===== src/design/cssc_pkg.sv =====
/*
  cssc_pkg: constants and carrier types for the clock select and startup control block.
  assumes: fuse fields arrive as static levels; all timing counts run on clk.
*/
package cssc_pkg;

  // clock source fuse codes, 1 = unprogrammed, 0 = programmed
  localparam logic [3:0] SRC_CAL_RC      = 4'h2;
  localparam logic [3:0] SRC_RC_128K     = 4'h3;
  localparam logic [3:0] SRC_EXT_CLOCK   = 4'h0;
  localparam logic [3:0] SRC_RESERVED    = 4'h1;
  localparam logic [3:0] SRC_LOWPWR_MIN  = 4'h8;
  localparam logic [3:0] SRC_FULLSW_MIN  = 4'h6;
  localparam logic [3:0] SRC_LOWFREQ_MIN = 4'h4;
  localparam logic [3:0] SRC_LOWFREQ_MAX = 4'h5;
  localparam logic [3:0] SRC_FULLSW_MAX  = 4'h7;

  // shipped defaults
  localparam logic [3:0] DEF_SRC_FUSES   = 4'h2;
  localparam logic [1:0] DEF_SUT_FUSES   = 2'h2;
  localparam logic       DEF_DIV8_FUSE   = 1'b0;

  // time-out lengths in watchdog cycles
  localparam int unsigned TOUT_NONE  = 0;
  localparam int unsigned TOUT_SHORT = 4096;
  localparam int unsigned TOUT_LONG  = 8192;

  // oscillator start-up lengths in oscillator cycles
  localparam int unsigned OSC_EXT    = 6;
  localparam int unsigned OSC_RC     = 6;
  localparam int unsigned OSC_CER    = 258;
  localparam int unsigned OSC_CER1K  = 1024;
  localparam int unsigned OSC_XTAL   = 16384;
  localparam int unsigned OSC_LFXTAL = 32768;

  localparam int unsigned DIV_RATIO  = 8;
  localparam int unsigned CNT_W      = 16;

  typedef enum logic [5:0] {
    SRC_T_LOWPWR  = 6'h01,
    SRC_T_FULLSW  = 6'h02,
    SRC_T_LOWFREQ = 6'h04,
    SRC_T_RC128K  = 6'h08,
    SRC_T_CALRC   = 6'h10,
    SRC_T_EXT     = 6'h20
  } cssc_src_t;

  typedef enum logic [3:0] {
    ST_RESET   = 4'h1,
    ST_TIMEOUT = 4'h2,
    ST_OSC     = 4'h4,
    ST_RUN     = 4'h8
  } cssc_state_t;

  typedef struct packed {
    logic [3:0] src;
    logic [1:0] startup_time_fuses;
    logic       div8;
  } cssc_fuses_t;

  typedef struct packed {
    logic core_en;
    logic io_en;
    logic flash_en;
    logic async_en;
    logic adc_en;
  } cssc_gates_t;

endpackage : cssc_pkg


===== src/design/cssc_counter.sv =====
/*
  cssc_counter: loadable down counter with done flag.
  assumes: load is a pulse; count advances only when tick is high.
*/
`timescale 1ns/1ns
`default_nettype none
module cssc_counter #(
  parameter int unsigned W = 16
) (
  // clock and reset
  input  wire logic         clk,
  input  wire logic         arst_n,
  // control
  input  wire logic         load,
  input  wire logic [W-1:0] load_val,
  input  wire logic         tick,
  // status
  output var  logic         done
);
  logic [W-1:0] cnt_reg;
  wire  logic   is_zero = (cnt_reg == '0);

  always_ff @(posedge clk or negedge arst_n) begin
    if (!arst_n) begin
      cnt_reg <= '0;
    end else if (load) begin
      cnt_reg <= load_val;
    end else if (tick && !is_zero) begin
      cnt_reg <= cnt_reg - 1'b1;
    end
  end

  assign done = is_zero && !load;
endmodule : cssc_counter
`default_nettype wire


===== src/design/cssc_divider.sv =====
/*
  cssc_divider: divides the source tick by a fixed ratio when enabled.
  assumes: src_tick is a one-cycle pulse per source clock cycle.
*/
`timescale 1ns/1ns
`default_nettype none
module cssc_divider #(
  parameter int unsigned RATIO = 8
) (
  // clock and reset
  input  wire logic clk,
  input  wire logic arst_n,
  // control
  input  wire logic enable,
  input  wire logic src_tick,
  // output
  output var  logic sys_tick
);
  localparam int unsigned DW = $clog2(RATIO);
  localparam logic [DW-1:0] LAST = DW'(RATIO - 1);
  logic [DW-1:0] div_reg;
  wire  logic    wrap = (div_reg == LAST);

  always_ff @(posedge clk or negedge arst_n) begin
    if (!arst_n) begin
      div_reg <= '0;
    end else if (src_tick) begin
      div_reg <= wrap ? '0 : div_reg + 1'b1;
    end
  end

  assign sys_tick = enable ? (src_tick && wrap) : src_tick;
endmodule : cssc_divider
`default_nettype wire


===== src/design/cssc_top.sv =====
/*
  cssc_top: clock source decode, startup sequencing and gated clock enables.
  assumes: fuses are static; reset sources, wake and sleep inputs are synchronous to clk;
  osc_tick and wdt_tick pulse once per oscillator and watchdog cycle.
*/
`timescale 1ns/1ns
`default_nettype none
module cssc_top #(
  parameter int unsigned TOUT_SHORT_CYC = cssc_pkg::TOUT_SHORT,
  parameter int unsigned TOUT_LONG_CYC  = cssc_pkg::TOUT_LONG,
  parameter int unsigned OSC_LF_CYC     = cssc_pkg::OSC_LFXTAL,
  parameter int unsigned OSC_XT_CYC     = cssc_pkg::OSC_XTAL
) (
  // clock and reset
  input  wire logic                  clk,
  input  wire logic                  arst_n,
  // fuses and reset sources
  input  wire cssc_pkg::cssc_fuses_t fuses,
  input  wire logic                  ext_reset_active,
  input  wire logic                  brown_out_detector_active,
  // oscillator and watchdog ticks
  input  wire logic                  osc_tick,
  input  wire logic                  wdt_tick,
  // sleep control
  input  wire logic                  wake,
  input  wire logic                  sleep_core,
  input  wire logic                  sleep_io,
  input  wire logic                  sleep_adc,
  input  wire logic                  sleep_async,
  input  wire logic                  flash_follow_core,
  // asynchronous wake detectors
  input  wire logic                  async_irq,
  input  wire logic                  serial_start,
  input  wire logic                  two_wire_addr_match,
  // outputs
  output var  logic                  internal_reset,
  output var  cssc_pkg::cssc_src_t   src_sel,
  output var  logic                  src_reserved,
  output var  logic                  sys_tick,
  output var  cssc_pkg::cssc_gates_t gates,
  output var  logic                  wake_event
);

  // ==========================================================
  // source decode
  // ==========================================================
  // fuses read as programmed when zero
  function automatic cssc_pkg::cssc_src_t decode_src(input logic [3:0] code);
    cssc_pkg::cssc_src_t s;
    s = cssc_pkg::SRC_T_CALRC;
    if (code >= cssc_pkg::SRC_LOWPWR_MIN) begin
      s = cssc_pkg::SRC_T_LOWPWR;
    end else if (code >= cssc_pkg::SRC_FULLSW_MIN && code <= cssc_pkg::SRC_FULLSW_MAX) begin
      s = cssc_pkg::SRC_T_FULLSW;
    end else if (code >= cssc_pkg::SRC_LOWFREQ_MIN && code <= cssc_pkg::SRC_LOWFREQ_MAX) begin
      s = cssc_pkg::SRC_T_LOWFREQ;
    end else if (code == cssc_pkg::SRC_RC_128K) begin
      s = cssc_pkg::SRC_T_RC128K;
    end else if (code == cssc_pkg::SRC_EXT_CLOCK) begin
      s = cssc_pkg::SRC_T_EXT;
    end
    return s;
  endfunction : decode_src

  wire cssc_pkg::cssc_src_t src_dec  = decode_src(fuses.src);
  wire logic                res_code = (fuses.src == cssc_pkg::SRC_RESERVED);

  // ==========================================================
  // startup lengths
  // ==========================================================
  localparam int unsigned W = cssc_pkg::CNT_W + 1;
  // timeout chosen by startup and source fuses
  wire logic [1:0] tsel = {fuses.src[0], fuses.startup_time_fuses[0]};
  wire logic       crystal = src_dec inside {cssc_pkg::SRC_T_LOWPWR, cssc_pkg::SRC_T_FULLSW};
  wire logic [W-1:0] tout_len =
      (crystal && tsel == 2'h1 && fuses.startup_time_fuses[1] == 1'b0) ? W'(cssc_pkg::TOUT_NONE) :
      (fuses.startup_time_fuses == 2'h1 || fuses.startup_time_fuses == 2'h3) ? W'(TOUT_LONG_CYC) :
      (fuses.startup_time_fuses == 2'h0 && !crystal) ? W'(cssc_pkg::TOUT_NONE) :
      W'(TOUT_SHORT_CYC);
  wire logic [W-1:0] osc_len =
      (src_dec == cssc_pkg::SRC_T_EXT)     ? W'(cssc_pkg::OSC_EXT) :
      (src_dec == cssc_pkg::SRC_T_LOWFREQ) ? W'(OSC_LF_CYC) :
      (src_dec == cssc_pkg::SRC_T_CALRC ||
       src_dec == cssc_pkg::SRC_T_RC128K)  ? W'(cssc_pkg::OSC_RC) :
      (fuses.src[0])                       ? W'(OSC_XT_CYC) :
      (fuses.startup_time_fuses[1])                       ? W'(cssc_pkg::OSC_CER1K) :
      W'(cssc_pkg::OSC_CER);

  // ==========================================================
  // startup sequencer
  // ==========================================================
  cssc_pkg::cssc_state_t state_reg;
  cssc_pkg::cssc_state_t state_next;
  logic                  asleep_reg;
  logic                  asleep_next;

  wire logic others_active = ext_reset_active || brown_out_detector_active;
  wire logic tout_done;
  wire logic osc_done;
  wire logic enter_tout = (state_reg == cssc_pkg::ST_RESET) && !others_active;
  wire logic wake_go    = (state_reg == cssc_pkg::ST_RUN) && asleep_reg && wake;
  wire logic enter_osc  = ((state_reg == cssc_pkg::ST_TIMEOUT) && tout_done) || wake_go;

  always_comb begin
    state_next  = state_reg;
    asleep_next = asleep_reg;
    case (state_reg)
      cssc_pkg::ST_RESET: begin
        if (!others_active) begin
          state_next = cssc_pkg::ST_TIMEOUT;
        end
      end
      cssc_pkg::ST_TIMEOUT: begin
        if (others_active) begin
          state_next = cssc_pkg::ST_RESET;
        end else if (tout_done) begin
          state_next = cssc_pkg::ST_OSC;
        end
      end
      cssc_pkg::ST_OSC: begin
        if (others_active) begin
          state_next = cssc_pkg::ST_RESET;
        end else if (osc_done) begin
          state_next  = cssc_pkg::ST_RUN;
          asleep_next = 1'b0;
        end
      end
      cssc_pkg::ST_RUN: begin
        if (others_active) begin
          state_next = cssc_pkg::ST_RESET;
        end else if (wake_go) begin
          state_next = cssc_pkg::ST_OSC;
        end else if (sleep_core && sleep_io) begin
          asleep_next = 1'b1;
        end
      end
      default: begin
        state_next = cssc_pkg::ST_RESET;
      end
    endcase
  end

  always_ff @(posedge clk or negedge arst_n) begin
    if (!arst_n) begin
      state_reg  <= cssc_pkg::ST_RESET;
      asleep_reg <= 1'b0;
    end else begin
      state_reg  <= state_next;
      asleep_reg <= asleep_next;
    end
  end

  // timeout is a pure watchdog count
  cssc_counter #(.W(W)) u_tout (
    .clk      (clk),
    .arst_n   (arst_n),
    .load     (enter_tout),
    .load_val (tout_len),
    .tick     (wdt_tick),
    .done     (tout_done)
  );

  cssc_counter #(.W(W)) u_osc (
    .clk      (clk),
    .arst_n   (arst_n),
    .load     (enter_osc),
    .load_val (osc_len),
    .tick     (osc_tick),
    .done     (osc_done)
  );

  // ==========================================================
  // system clock divider
  // ==========================================================
  // programmed fuse divides by eight
  cssc_divider #(.RATIO(cssc_pkg::DIV_RATIO)) u_div (
    .clk      (clk),
    .arst_n   (arst_n),
    .enable   (fuses.div8 == 1'b0),
    .src_tick (osc_tick),
    .sys_tick (sys_tick)
  );

  // ==========================================================
  // clock gating
  // ==========================================================
  wire logic running = (state_reg == cssc_pkg::ST_RUN);
  cssc_pkg::cssc_gates_t gates_next;

  always_comb begin
    // each domain but flash halted by its own sleep
    gates_next.core_en  = running && !sleep_core;
    // io clock gated on its own
    gates_next.io_en    = running && !sleep_io;
    gates_next.flash_en = flash_follow_core ? (running && !sleep_core) : running;
    // async timer keeps running in sleep
    gates_next.async_en = !sleep_async;
    // converter independent of core and io
    gates_next.adc_en   = !sleep_adc;
  end

  // shipped default source until fuses sampled
  always_ff @(posedge clk or negedge arst_n) begin
    if (!arst_n) begin
      gates          <= '0;
      internal_reset <= 1'b1;
      src_sel        <= cssc_pkg::SRC_T_CALRC;
      src_reserved   <= 1'b0;
    end else begin
      gates          <= gates_next;
      internal_reset <= !running;
      src_sel        <= src_dec;
      src_reserved   <= res_code;
    end
  end

  // async interrupts seen with io clock halted
  // start detect and address match in sleep
  assign wake_event = async_irq || serial_start || two_wire_addr_match;

endmodule : cssc_top
`default_nettype wire


===== config.mk =====
export PLATFORM = sky130hd
export DESIGN_NAME = cssc_top
export DESIGN_NICKNAME = d
export VERILOG_FILES = /design/src/design/cssc_pkg.sv /design/src/design/cssc_counter.sv /design/src/design/cssc_divider.sv /design/src/design/cssc_top.sv
export SDC_FILE = /design/constraint.sdc
export NUM_CORES = 1
export LEC_CHECK = 0
export BUFFER_PORTS_ARGS = -buffer_cell sky130_fd_sc_hd__buf_4
export CAP_MARGIN = 40
export CELL_PAD_IN_SITES_DETAIL_PLACEMENT = 0
export CELL_PAD_IN_SITES_GLOBAL_PLACEMENT = 2
export CORE_UTILIZATION = 39
export DETAILED_ROUTE_END_ITERATION = 8
export MAX_ROUTING_LAYER = met4
export PLACE_DENSITY_LB_ADDON = 0.25
export SYNTH_ARGS = -nofsm -noshare
export SYNTH_HDL_FRONTEND = slang
export SYNTH_SLANG_ARGS = --single-unit

===== constraint.sdc =====
create_clock -name clk -period 5 [get_ports clk]
set_clock_uncertainty 0.2 [all_clocks]
set_input_delay 1 -clock clk [delete_from_list [all_inputs] [get_ports clk]]
set_output_delay 1 -clock clk [all_outputs]
set_load 0.05 [all_outputs]

==> results of run 1 <==
metal layers:
layer | vias up | track usage, % | wire [µm]
met2 | 40 | 25.7 | 2640
met1 | 1104 | 25.7 | 3250
met3 | 5 | 3.32 | 238
met4 | 0 | 5.28 | 74
li1 | 1190 | - | -
met5 | - | - | 0
synthesized netlist by cell type (3+ instances only):
master and n:
a211oi_1 4, a21oi_1 12, clkbuf_1 10, dfrtp_1 52
dfstp_2 3, ha_1 5, inv_1 12, mux2_2 3
nand2_1 20, nand2b_1 5, nand3_1 10, nor2_1 45
nor2b_1 4, nor3_1 11, nor4_1 9, o211ai_1 7
o21ai_0 8, o21ai_1 9, or3_1 3, or4_1 6
or4_4 3, or4b_1 4, xnor2_1 11, xor2_1 16
path summary, 6_finish.rpt:
kind | cells after the start | end | slack [ps] | from
max in group asynchronous | 1 | u_tout.cnt_reg[1] | 3600 | arst_n
hold / removal | 1 | u_div.div_reg[0] | 290 | u_div.div_reg[0]
hold reg to reg | 1 | u_div.div_reg[0] | 290 | u_div.div_reg[0]
min in group asynchronous | 1 | u_tout.cnt_reg[2] | 500 | arst_n
setup reg to reg | 5 | u_tout.cnt_reg[1] | 2290 | u_tout.cnt_reg[8]
setup / recovery | 3 | wake_event | 2150 | serial_start
placed cells by master (no fill, tap or decap), types with 4 or more instances in the layout:
cell / count
xor2_1: 16
nor4_1: 9
ha_1: 5
or4_1: 6
nand3_1: 10
or4b_1: 4
inv_1: 12
o21ai_0: 8
nand2_1: 20
nand2b_1: 5
clkbuf_8: 5
nor2_1: 45
a211oi_1: 4
xnor2_1: 11
nor3_1: 11
o21ai_1: 9
o211ai_1: 7
nor2b_1: 4
buf_4: 38
a21oi_1: 12
dfrtp_1: 52
report_power, final:
part / switching [mW] / internal [mW]
logic: 0.303 / 0.237
clock network: 0.147 / 0.147
registers: 0.142 / 0.571
total: 0.592 / 0.955
area by class of cell:
| type | instances | share of cell area, % |
|---|---|---|
| clock buffers | 5 | 2.01 |
| clock inverters | 2 | 1.10 |
| inverters | 12 | 1.32 |
| multi-input cells | 233 | 43.2 |
| flip-flops and latches | 55 | 40.4 |
| well taps | 99 | 3.62 |
| repair buffers | 38 | 8.35 |
through the flow:
step           cells  util (%)  hold WS [ps]  power (mW)
6_report         444      46.9           291        1.55
5_1_grt          444      46.9           314        1.68
4_1_cts          444      46.9           296        1.56
3_5_place_dp     437      45.4           283        1.26
3_3_place_gp     437      45.4           275        1.26
2_1_floorplan    311         -           257        1.12
critical path, stage by stage:
cell	delay (ps)
buf_4	100
or3_1	350
buf_4	190
kinds of logic after synthesis:
logic type                 after synthesis  synth area share [%]
and+or+nand+nor                        136                  24.3
AOI/OAI and AO/OA                       61                  14.3
DFF                                     55                  46.9
xor gates and xnor gates                27                  8.03
buffers and inverters                   23                  2.97
adders and majority gates                5                  2.12
muxes                                    4                  1.49
==> run summary, run 1 <==
Slew headroom = 52.6%
Leak Pwr = 1.46 nW
Root Driver = clkbuf_8
CP Capture Type = primary output
Minimum clock period = 2850 ps
Grt total ovfl = 0
DR DRC count = 0
Crit Path Category = input pin to primary output
First-pass GRT wire length = 10500 µm
Synth warnings = 0
FP Rows = 31
Post-synth top area share = 44.2%
Synth Flop Type = dfrtp_1
Detailed Place HPWL = 4340 µm
Die Y = 88.9 µm
Via density = 5.27
Routed wire length = 6200 µm
Worst slew pin tran = 704 ps
Filler Cells Inserted = 743
WL/cell = 14.0 µm
Multi-input logic area = 0.00148 mm²
Postcts setup bufs = 0
Core box area = 0.00729 mm²
Nets = 372
Die X-Extent = 88.9 µm
Placed cell area = 0.00331 mm²
Setup WS pre-CTS = 1970 ps
Synth Cell Area = 0.00295 mm²
Clock sinks = 55
Share of cells above drive strength 1 = 16.5%
Number of max-cap violations = 0
Pre-Repair DR Iteration Count = 4
Post-synth EDFFs = 0
# H-tree levels = 2
Nature of the critical path startpoint = input pin
Number of DRC markers in iteration 0 = 141
Pwr dens = 453 mW/mm²
Layout area overhead = 16.1%
Cell count after synthesis = 311
Status = completed
Setup TNS = 0 ps
Final Cell Area = 0.00342 mm²
I/O pins = 37
Final ANT Viol Nets = 0
Die area = 0.00790 mm²
Sequential-to-total area share from yosys stat = 46.9%
Maximum clock path buffer count = 2
Number of hold buffers added after CTS = 0
Routability Congestion = 0.822
TritonCTS clock tree = yes
Global Route Usage Sum = 17.9%
Top cells by area, synth = dfrtp_1 44%, nor2_1 5.7%, xor2_1 4.8%, xnor2_1 3.3%, dfstp_2 2.7%
Port Buffers = 36
Via count of the routed design = 2339
Mean post-synth cell area = 9.47 µm²
Period utilization = 57.1%
Flops & latches, synth = 55
Pins over their slew limit = 0
Initial antenna violation count = 0
HP Class = flop to flop
Maximum vdd drop = 146 µV
Worst EP required = 3800 ps
Vias in the first global route = 2109
Synth area leader = dfrtp_1
FMAX = 0.351 GHz
Synthesized Nets = 338
Yosys cell types = 52
Clock Pin Slew Worst Setup and Hold Paths = 90 ps
Final WS setup = 2150 ps
Total CTS buffers = 5
RSZ-0062 raised after global routing = false
Antenna cells = 0
Worst-path maximum fanout = 1
Largest net degree at the start of global routing = 56
Final hold violations = 0
Resized cells post-CTS = 0
CP Data Arrival Time = 1650 ps
Async SR Flop Fraction = 100%
Seq. cell area = 0.00138 mm²
Initial Utilization = 40.4%
Worst-Skew Late Latency = 310 ps
Final Setup Violations = 0
(Power assumes the default switching activity.)
==> inputs of run 2 (changes only) <==
- ABC_AREA: not set -> 1
- CORE_UTILIZATION: 39 -> 34
- clock period: 5 -> 2.8 ns (I/O delays scaled with it)
==> run 2 against run 1 <==
Effect of this change: non-clock buffer count fell by 1; combinational power rose by 110%; area after synthesis rose by 8.7%; worst setup slack got worse by 1600 ps; clock power rose by 66%; largest cell class unchanged; total power rose by 80%; register-to-register slack got worse by 1500 ps; wire length rose by 24%; synthesized cell count rose by 35%; cell area rose by 7.8%; critical endpoint is now sys_tick; core utilization fell by 6.8 points.
==> run summary, run 2 <==
Share of cells above drive strength 1 = 17.6% (+1.1 points)
CP Data Arrival Time = 1490 ps (-160 ps)
Seq. cell area = 0.00138 mm² (unchanged)
Worst-path maximum fanout = 3 (+2)
Leak Pwr = 1.82 nW (+24%)
Die Y = 99.0 µm (+11%)
Pwr dens = 754 mW/mm² (+67%)
Minimum clock period = 2250 ps
Number of hold buffers added after CTS = 0 (unchanged)
Synthesized Nets = 446 (+32%)
Worst slew pin tran = 740 ps (+35.6 ps)
Initial antenna violation count = 0 (unchanged)
Final WS setup = 554 ps (-1590 ps)
Critical-path top delay cell = dfrtp_1
Sequential-to-total area share from yosys stat = 43.1% (-3.8 points)
R2r setup slk = 760 ps (-1530 ps)
Number of DRC markers in iteration 0 = 135 (-4.3%)
Synth warnings = 0 (unchanged)
HP Class = input pin to asynchronous set/reset pin
Grt total ovfl = 0 (unchanged)
Routability Congestion = 0.813 (-1.0%)
Crit Path Category = flop to primary output
Status = completed
Die area = 0.00981 mm² (+24%)
Clock sinks = 55 (unchanged)
Post-synth top cells = 92 x nand2_1, 68 x nor2_1, 52 x dfrtp_1, 52 x inv_1, 36 x nand3_1
Total CTS buffers = 5 (unchanged)
Max incr delay on CP = 420 ps (+70 ps)
Via density = 4.94 (-6.3%)
Commonest non-fill, non-tap cell in the layout = nand2_1
Layout area overhead = 15.1%
Largest net degree at the start of global routing = 56 (unchanged)
Number of max-cap violations = 0 (unchanged)
Global Route Usage Sum = 17.5% (-0.41 points)
Core box area = 0.00920 mm² (+26%)
Async SR Flop Fraction = 100% (unchanged)
Pre-Repair DR Iteration Count = 4 (unchanged)
RSZ-0062 raised after global routing = false
Worst-Skew Late Latency = 320 ps (about the same)
Dpl cells = 563 (+29%)
Post-synth EDFFs = 0 (unchanged)
Most common cell in the netlist = nand2_1
Worst reg2reg path startpoint = u_tout.cnt_reg[0]
Maximum clock path buffer count = 2 (unchanged)
R2R depth = 11 (+6)
CP Cell Sequence = ha_1 -> ha_1 -> nor2_1 -> nor2_1 -> buf_4
Maximum vdd drop = 249 µV (+71%)
Pins over their slew limit = 0 (unchanged)
Commonest cells after routing, fill and taps aside = 92 x nand2_1, 68 x nor2_1, 52 x inv_1, 52 x dfrtp_1, 37 x buf_4
Total power = 2.78 mW (+80%)
I/O pins = 37 (unchanged)
TritonCTS clock tree = yes
Flops & latches, synth = 55 (unchanged)
Clock Pin Slew Worst Setup and Hold Paths = 120 ps (+30 ps)
Final Instance Count excl. Fillers = 571 (+29%)
Slew headroom = 50.7% (-1.9 points)
Routed wire length = 7670 µm (+24%)
Nature of the critical path startpoint = flop
Vias in the first global route = 2666 (+26%)
DR DRC count = 0 (unchanged)
Top cells by area, synth = dfrtp_1 41%, nand2_1 11%, nor2_1 8.0%, inv_1 6.1%, nand3_1 5.6%
# H-tree levels = 2 (unchanged)
Period utilization = 80.2%
FP Rows = 35 (+13%)
Synth Cell Area = 0.00320 mm² (+8.7%)
Resized cells post-CTS = 0 (unchanged)
Die X-Extent = 99.0 µm (+11%)
Initial Utilization = 34.8% (-5.6 points)
Yosys cell types = 40 (-23%)
FMAX = 0.445 GHz
Setup TNS = 0 ps (unchanged)
Worst EP required = 2040 ps (-1760 ps)
Final hold violations = 0 (unchanged)
Synth area leader = dfrtp_1
Port Buffers = 36 (unchanged)
Detailed Place HPWL = 5650 µm (+30%)
Post-synth top area share = 40.6% (-3.5 points)
Via count of the routed design = 2818 (+20%)
Filler Cells Inserted = 981 (+32%)
Mean post-synth cell area = 7.64 µm² (-19%)
Postcts setup bufs = 0 (unchanged)
Final Setup Violations = 0 (unchanged)
Antenna cells = 0 (unchanged)
Cell count after synthesis = 419 (+35%)
Root Driver = clkbuf_8
Reg2reg end = u_osc.cnt_reg[10]
CP Capture Type = primary output
WL/cell = 13.4 µm (-3.9%)
Multi-input logic area = 0.00159 mm² (+7.4%)
Nets = 486 (+31%)
First-pass GRT wire length = 13200 µm (+25%)
Synth Flop Type = dfrtp_1
Setup WS pre-CTS = 544 ps (-1430 ps)
Final ANT Viol Nets = 0 (unchanged)
-- run 2: cell types whose count changed after synthesis, moves of 7 or more --
cell,before,now
nand2_2,0,7
xor2_1,16,5
xnor2_1,11,4
nand2_1,20,92
clkbuf_1,10,1
o21ai_0,8,16
nor2_1,45,68
inv_1,12,52
nor4_1,9,2
o21ai_1,9,2
nand3_1,10,36
nand4_1,2,9
-- run 2: cell families (layout without fill, tap and decap cells) --
kind of cell / after synthesis / after routing / synth area share (%)
DFF: 55 / 55 / 43.1
adders and majority gates: 5 / 5 / 1.95
AOI/OAI and AO/OA: 43 / 43 / 7.97
buffers and inverters: 59 / 100 / 7.35
and+or+nand+nor: 248 / 248 / 37.2
xor gates and xnor gates: 9 / 9 / 2.46
-- run 2: worst max-delay path: cells and delay by family, from the launching register on --
family                   cells  cell delay [ps]
flip-flops                   1              420
buffers and inverters        1              180
adder cells (fa/ha/maj)      2              410
AND/OR/NAND/NOR              2              160
-- run 2: power breakdown --
part | switching (mW) | internal, mW | leakage, nW
logic | 0.719 | 0.398 | 1.07
clock network | 0.304 | 0.185 | 0.0491
registers | 0.181 | 0.992 | 0.692
-- run 2: metal layers --
| metal | share of wire [%] | GRT usage, % | wire, µm | up-vias |
|---|---|---|---|---|
| li1 | - | - | - | 1424 |
| met5 | 0 | - | 0 | - |
| met3 | 3.1 | 2.41 | 239 | 6 |
| met2 | 44 | 26.5 | 3390 | 56 |
| met1 | 52 | 24.5 | 3960 | 1332 |
| met4 | 1.0 | 4.71 | 77 | 0 |
-- run 2: area by class of cell --
type                    count  share of cell area [%]
multi-input cells         305                    43.1
flip-flops and latches     55                    37.5
inverters                  55                    5.60
clock inverters             3                   0.713
clock buffers               5                    1.87
repair buffers             37                    7.54
well taps                 111                    3.77
-- run 2: worst max path at each step --
stage	start	to	slack, ps
5_1_grt	u_div.div_reg[0]	sys_tick	480
3_5_place_dp	brown_out_detector_active	state_reg[3]	540
4_1_cts	u_div.div_reg[0]	sys_tick	540
3_3_place_gp	brown_out_detector_active	state_reg[3]	560
2_1_floorplan	u_div.div_reg[0]	sys_tick	720
6_report	u_div.div_reg[0]	sys_tick	550
-- run 2: stage by stage --
stage	area (µm²)	hold slack (ps)	util [%]
3_3_place_gp	3590	261	39.0
4_1_cts	3680	117	40.1
3_5_place_dp	3590	270	39.0
2_1_floorplan	3200	64.4	-
6_report	3680	93.3	40.1
5_1_grt	3680	143	40.1
==> inputs of run 3 (changes only) <==
- clock period: 2.8 -> 2.2 ns (I/O delays scaled with it)
==> run 3 against run 2 <==
Effect of this change: the flow now finishes with violations (hold timing); critical path type unchanged; sequential cell count stayed put; critical path depth did not move; largest cell class unchanged; global-route usage down 0.38 points; highest routed layer unchanged; die area stayed put; largest power group unchanged.
==> run summary, run 3 (same netlist as run 2, synthesis figures left out) <==
Initial Utilization = 34.8% (unchanged)
Worst slew pin tran = 732 ps (-7.96 ps)
Finished Core Util = 41.4% (+1.3 points)
DR DRC count = 0 (unchanged)
I/O pins = 37 (unchanged)
CP Capture Type = primary output
Max incr delay on CP = 410 ps (about the same)
Worst-Skew Late Latency = 310 ps (about the same)
Dpl cells = 572 (+1.6%)
Setup TNS = 0 ps (unchanged)
Root Driver = clkbuf_8
CP Data Arrival Time = 1440 ps (-50 ps)
CP Cell Sequence = ha_1 -> ha_1 -> nor2_1 -> nor2_1 -> buf_4
Status = finished, violations left
Pins over their slew limit = 0 (unchanged)
Final hold violations = 30 (+30)
Leak Pwr = 1.89 nW (+4.1%)
Total CTS buffers = 5 (unchanged)
Antenna cells = 0 (unchanged)
Buf/Inv on CP = 1 (unchanged)
Die area = 0.00981 mm² (unchanged)
Slew headroom = 51.2% (+0.53 points)
Commonest cells after routing, fill and taps aside = 92 x nand2_1, 67 x nor2_1, 52 x inv_1, 52 x dfrtp_1, 50 x buf_4
Die Y = 99.0 µm (unchanged)
FMAX = 0.480 GHz
Minimum clock period = 2080 ps
Via count of the routed design = 2784 (-1.2%)
Critical path's top delay family = flip-flops
# H-tree levels = 2 (unchanged)
Port Buffers = 36 (unchanged)
Filler Cells Inserted = 987 (+0.61%)
RSZ-0062 raised after global routing = false
Violated checks = hold timing
Period utilization = 94.8%
Pre-Repair DR Iteration Count = 4 (unchanged)
Initial antenna violation count = 0 (unchanged)
Final ANT Viol Nets = 0 (unchanged)
Clock Pin Slew Worst Setup and Hold Paths = 110 ps (about the same)
Seq. cell area = 0.00138 mm² (unchanged)
Worst EP required = 1560 ps (-480 ps)
Die X-Extent = 99.0 µm (unchanged)
Largest net degree at the start of global routing = 56 (unchanged)
Nets = 499 (+2.7%)
Via density = 4.77 (-3.4%)
Maximum vdd drop = 309 µV (+24%)
TritonCTS clock tree = yes
First-pass GRT wire length = 12900 µm (-2.0%)
Grt total ovfl = 0 (unchanged)
Worst-path maximum fanout = 3 (unchanged)
Vias in the first global route = 2618 (-1.8%)
Layout area overhead = 18.9%
Detailed Place HPWL = 5690 µm (+0.71%)
Global Route Usage Sum = 17.1% (-0.38 points)
Routability Congestion = 0.770 (-5.3%)
Clock sinks = 55 (unchanged)
WL/cell = 12.9 µm (-3.8%)
Critical-path top delay cell = dfrtp_1
Worst hold margin = -24.1 ps (-117 ps)
Final Instance Count excl. Fillers = 584 (+2.3%)
Share of cells above drive strength 1 = 20.1% (+2.5 points)
FP Rows = 35 (unchanged)
Nature of the critical path startpoint = flop
Number of max-cap violations = 0 (unchanged)
Routed wire length = 7540 µm (-1.6%)
Crit Path Category = flop to primary output
Maximum clock path buffer count = 2 (unchanged)
Commonest non-fill, non-tap cell in the layout = nand2_1
Number of DRC markers in iteration 0 = 127 (-5.9%)
Final Setup Violations = 0 (unchanged)
Pwr dens = 962 mW/mm² (+28%)
HP Class = input pin to asynchronous set/reset pin
Multi-input logic area = 0.00159 mm² (+0.16%)
Core box area = 0.00920 mm² (unchanged)
==> run 3: report_power, final <==
| part | switching, mW | internal [mW] | leakage, nW |
|---|---|---|---|
| clock | 0.357 | 0.346 | 0.0587 |
| combinational | 0.920 | 0.542 | 1.14 |
| sequential | 0.232 | 1.26 | 0.692 |
==> run 3: final cells by class <==
| type | instances | area share, % |
|---|---|---|
| multi-input combinational | 305 | 41.7 |
| sequential | 55 | 36.3 |
| timing repair buffer | 50 | 9.86 |
| inverter | 55 | 5.42 |
| tap | 111 | 3.65 |
| clock buffer | 5 | 1.81 |
| clock inverter | 3 | 1.25 |
==> run 3: final timing paths <==
check,startpoint,end,slack (ps),cells past startpoint
worst max-delay path,u_div.div_reg[0],sys_tick,120,5
worst min-delay path,arst_n,u_tout.cnt_reg[4],-20,1
worst max register to register,u_osc.cnt_reg[0],state_reg[3],190,10
worst min register to register,u_div.div_reg[0],u_div.div_reg[0],290,1
max in group asynchronous,arst_n,u_osc.cnt_reg[10],1330,1
min in group clk,sleep_async,gates[1],50,2
==> run 3: metal layers <==
metal / GRT usage (%) / vias to the layer above / part of all wire [%]
li1: - / 1453 / -
met1: 24.5 / 1274 / 52
met2: 25.6 / 51 / 44
met3: 2.77 / 6 / 2.9
met4: 3.44 / 0 / 0.68
met5: - / - / 0
==> run 3: repair_timing <==
item	CTS	global route
buffers inserted	0	4
gates resized for setup	0	1
endpoints found under the setup margin	0	8
hold buffers	0	0
==> run 3: metrics by stage <==
stage	instance area [µm²]	hold WS, ps	setup slack [ps]	power [mW]
after floorplan	3200	-55.6	236	2.58
after global placement	3660	261	55.9	2.96
after detailed placement	3660	274	67.5	2.97
after CTS	3770	11.4	39.4	3.70
after global routing	3810	26.4	4.38	4.00
final	3810	-24.1	115	3.66
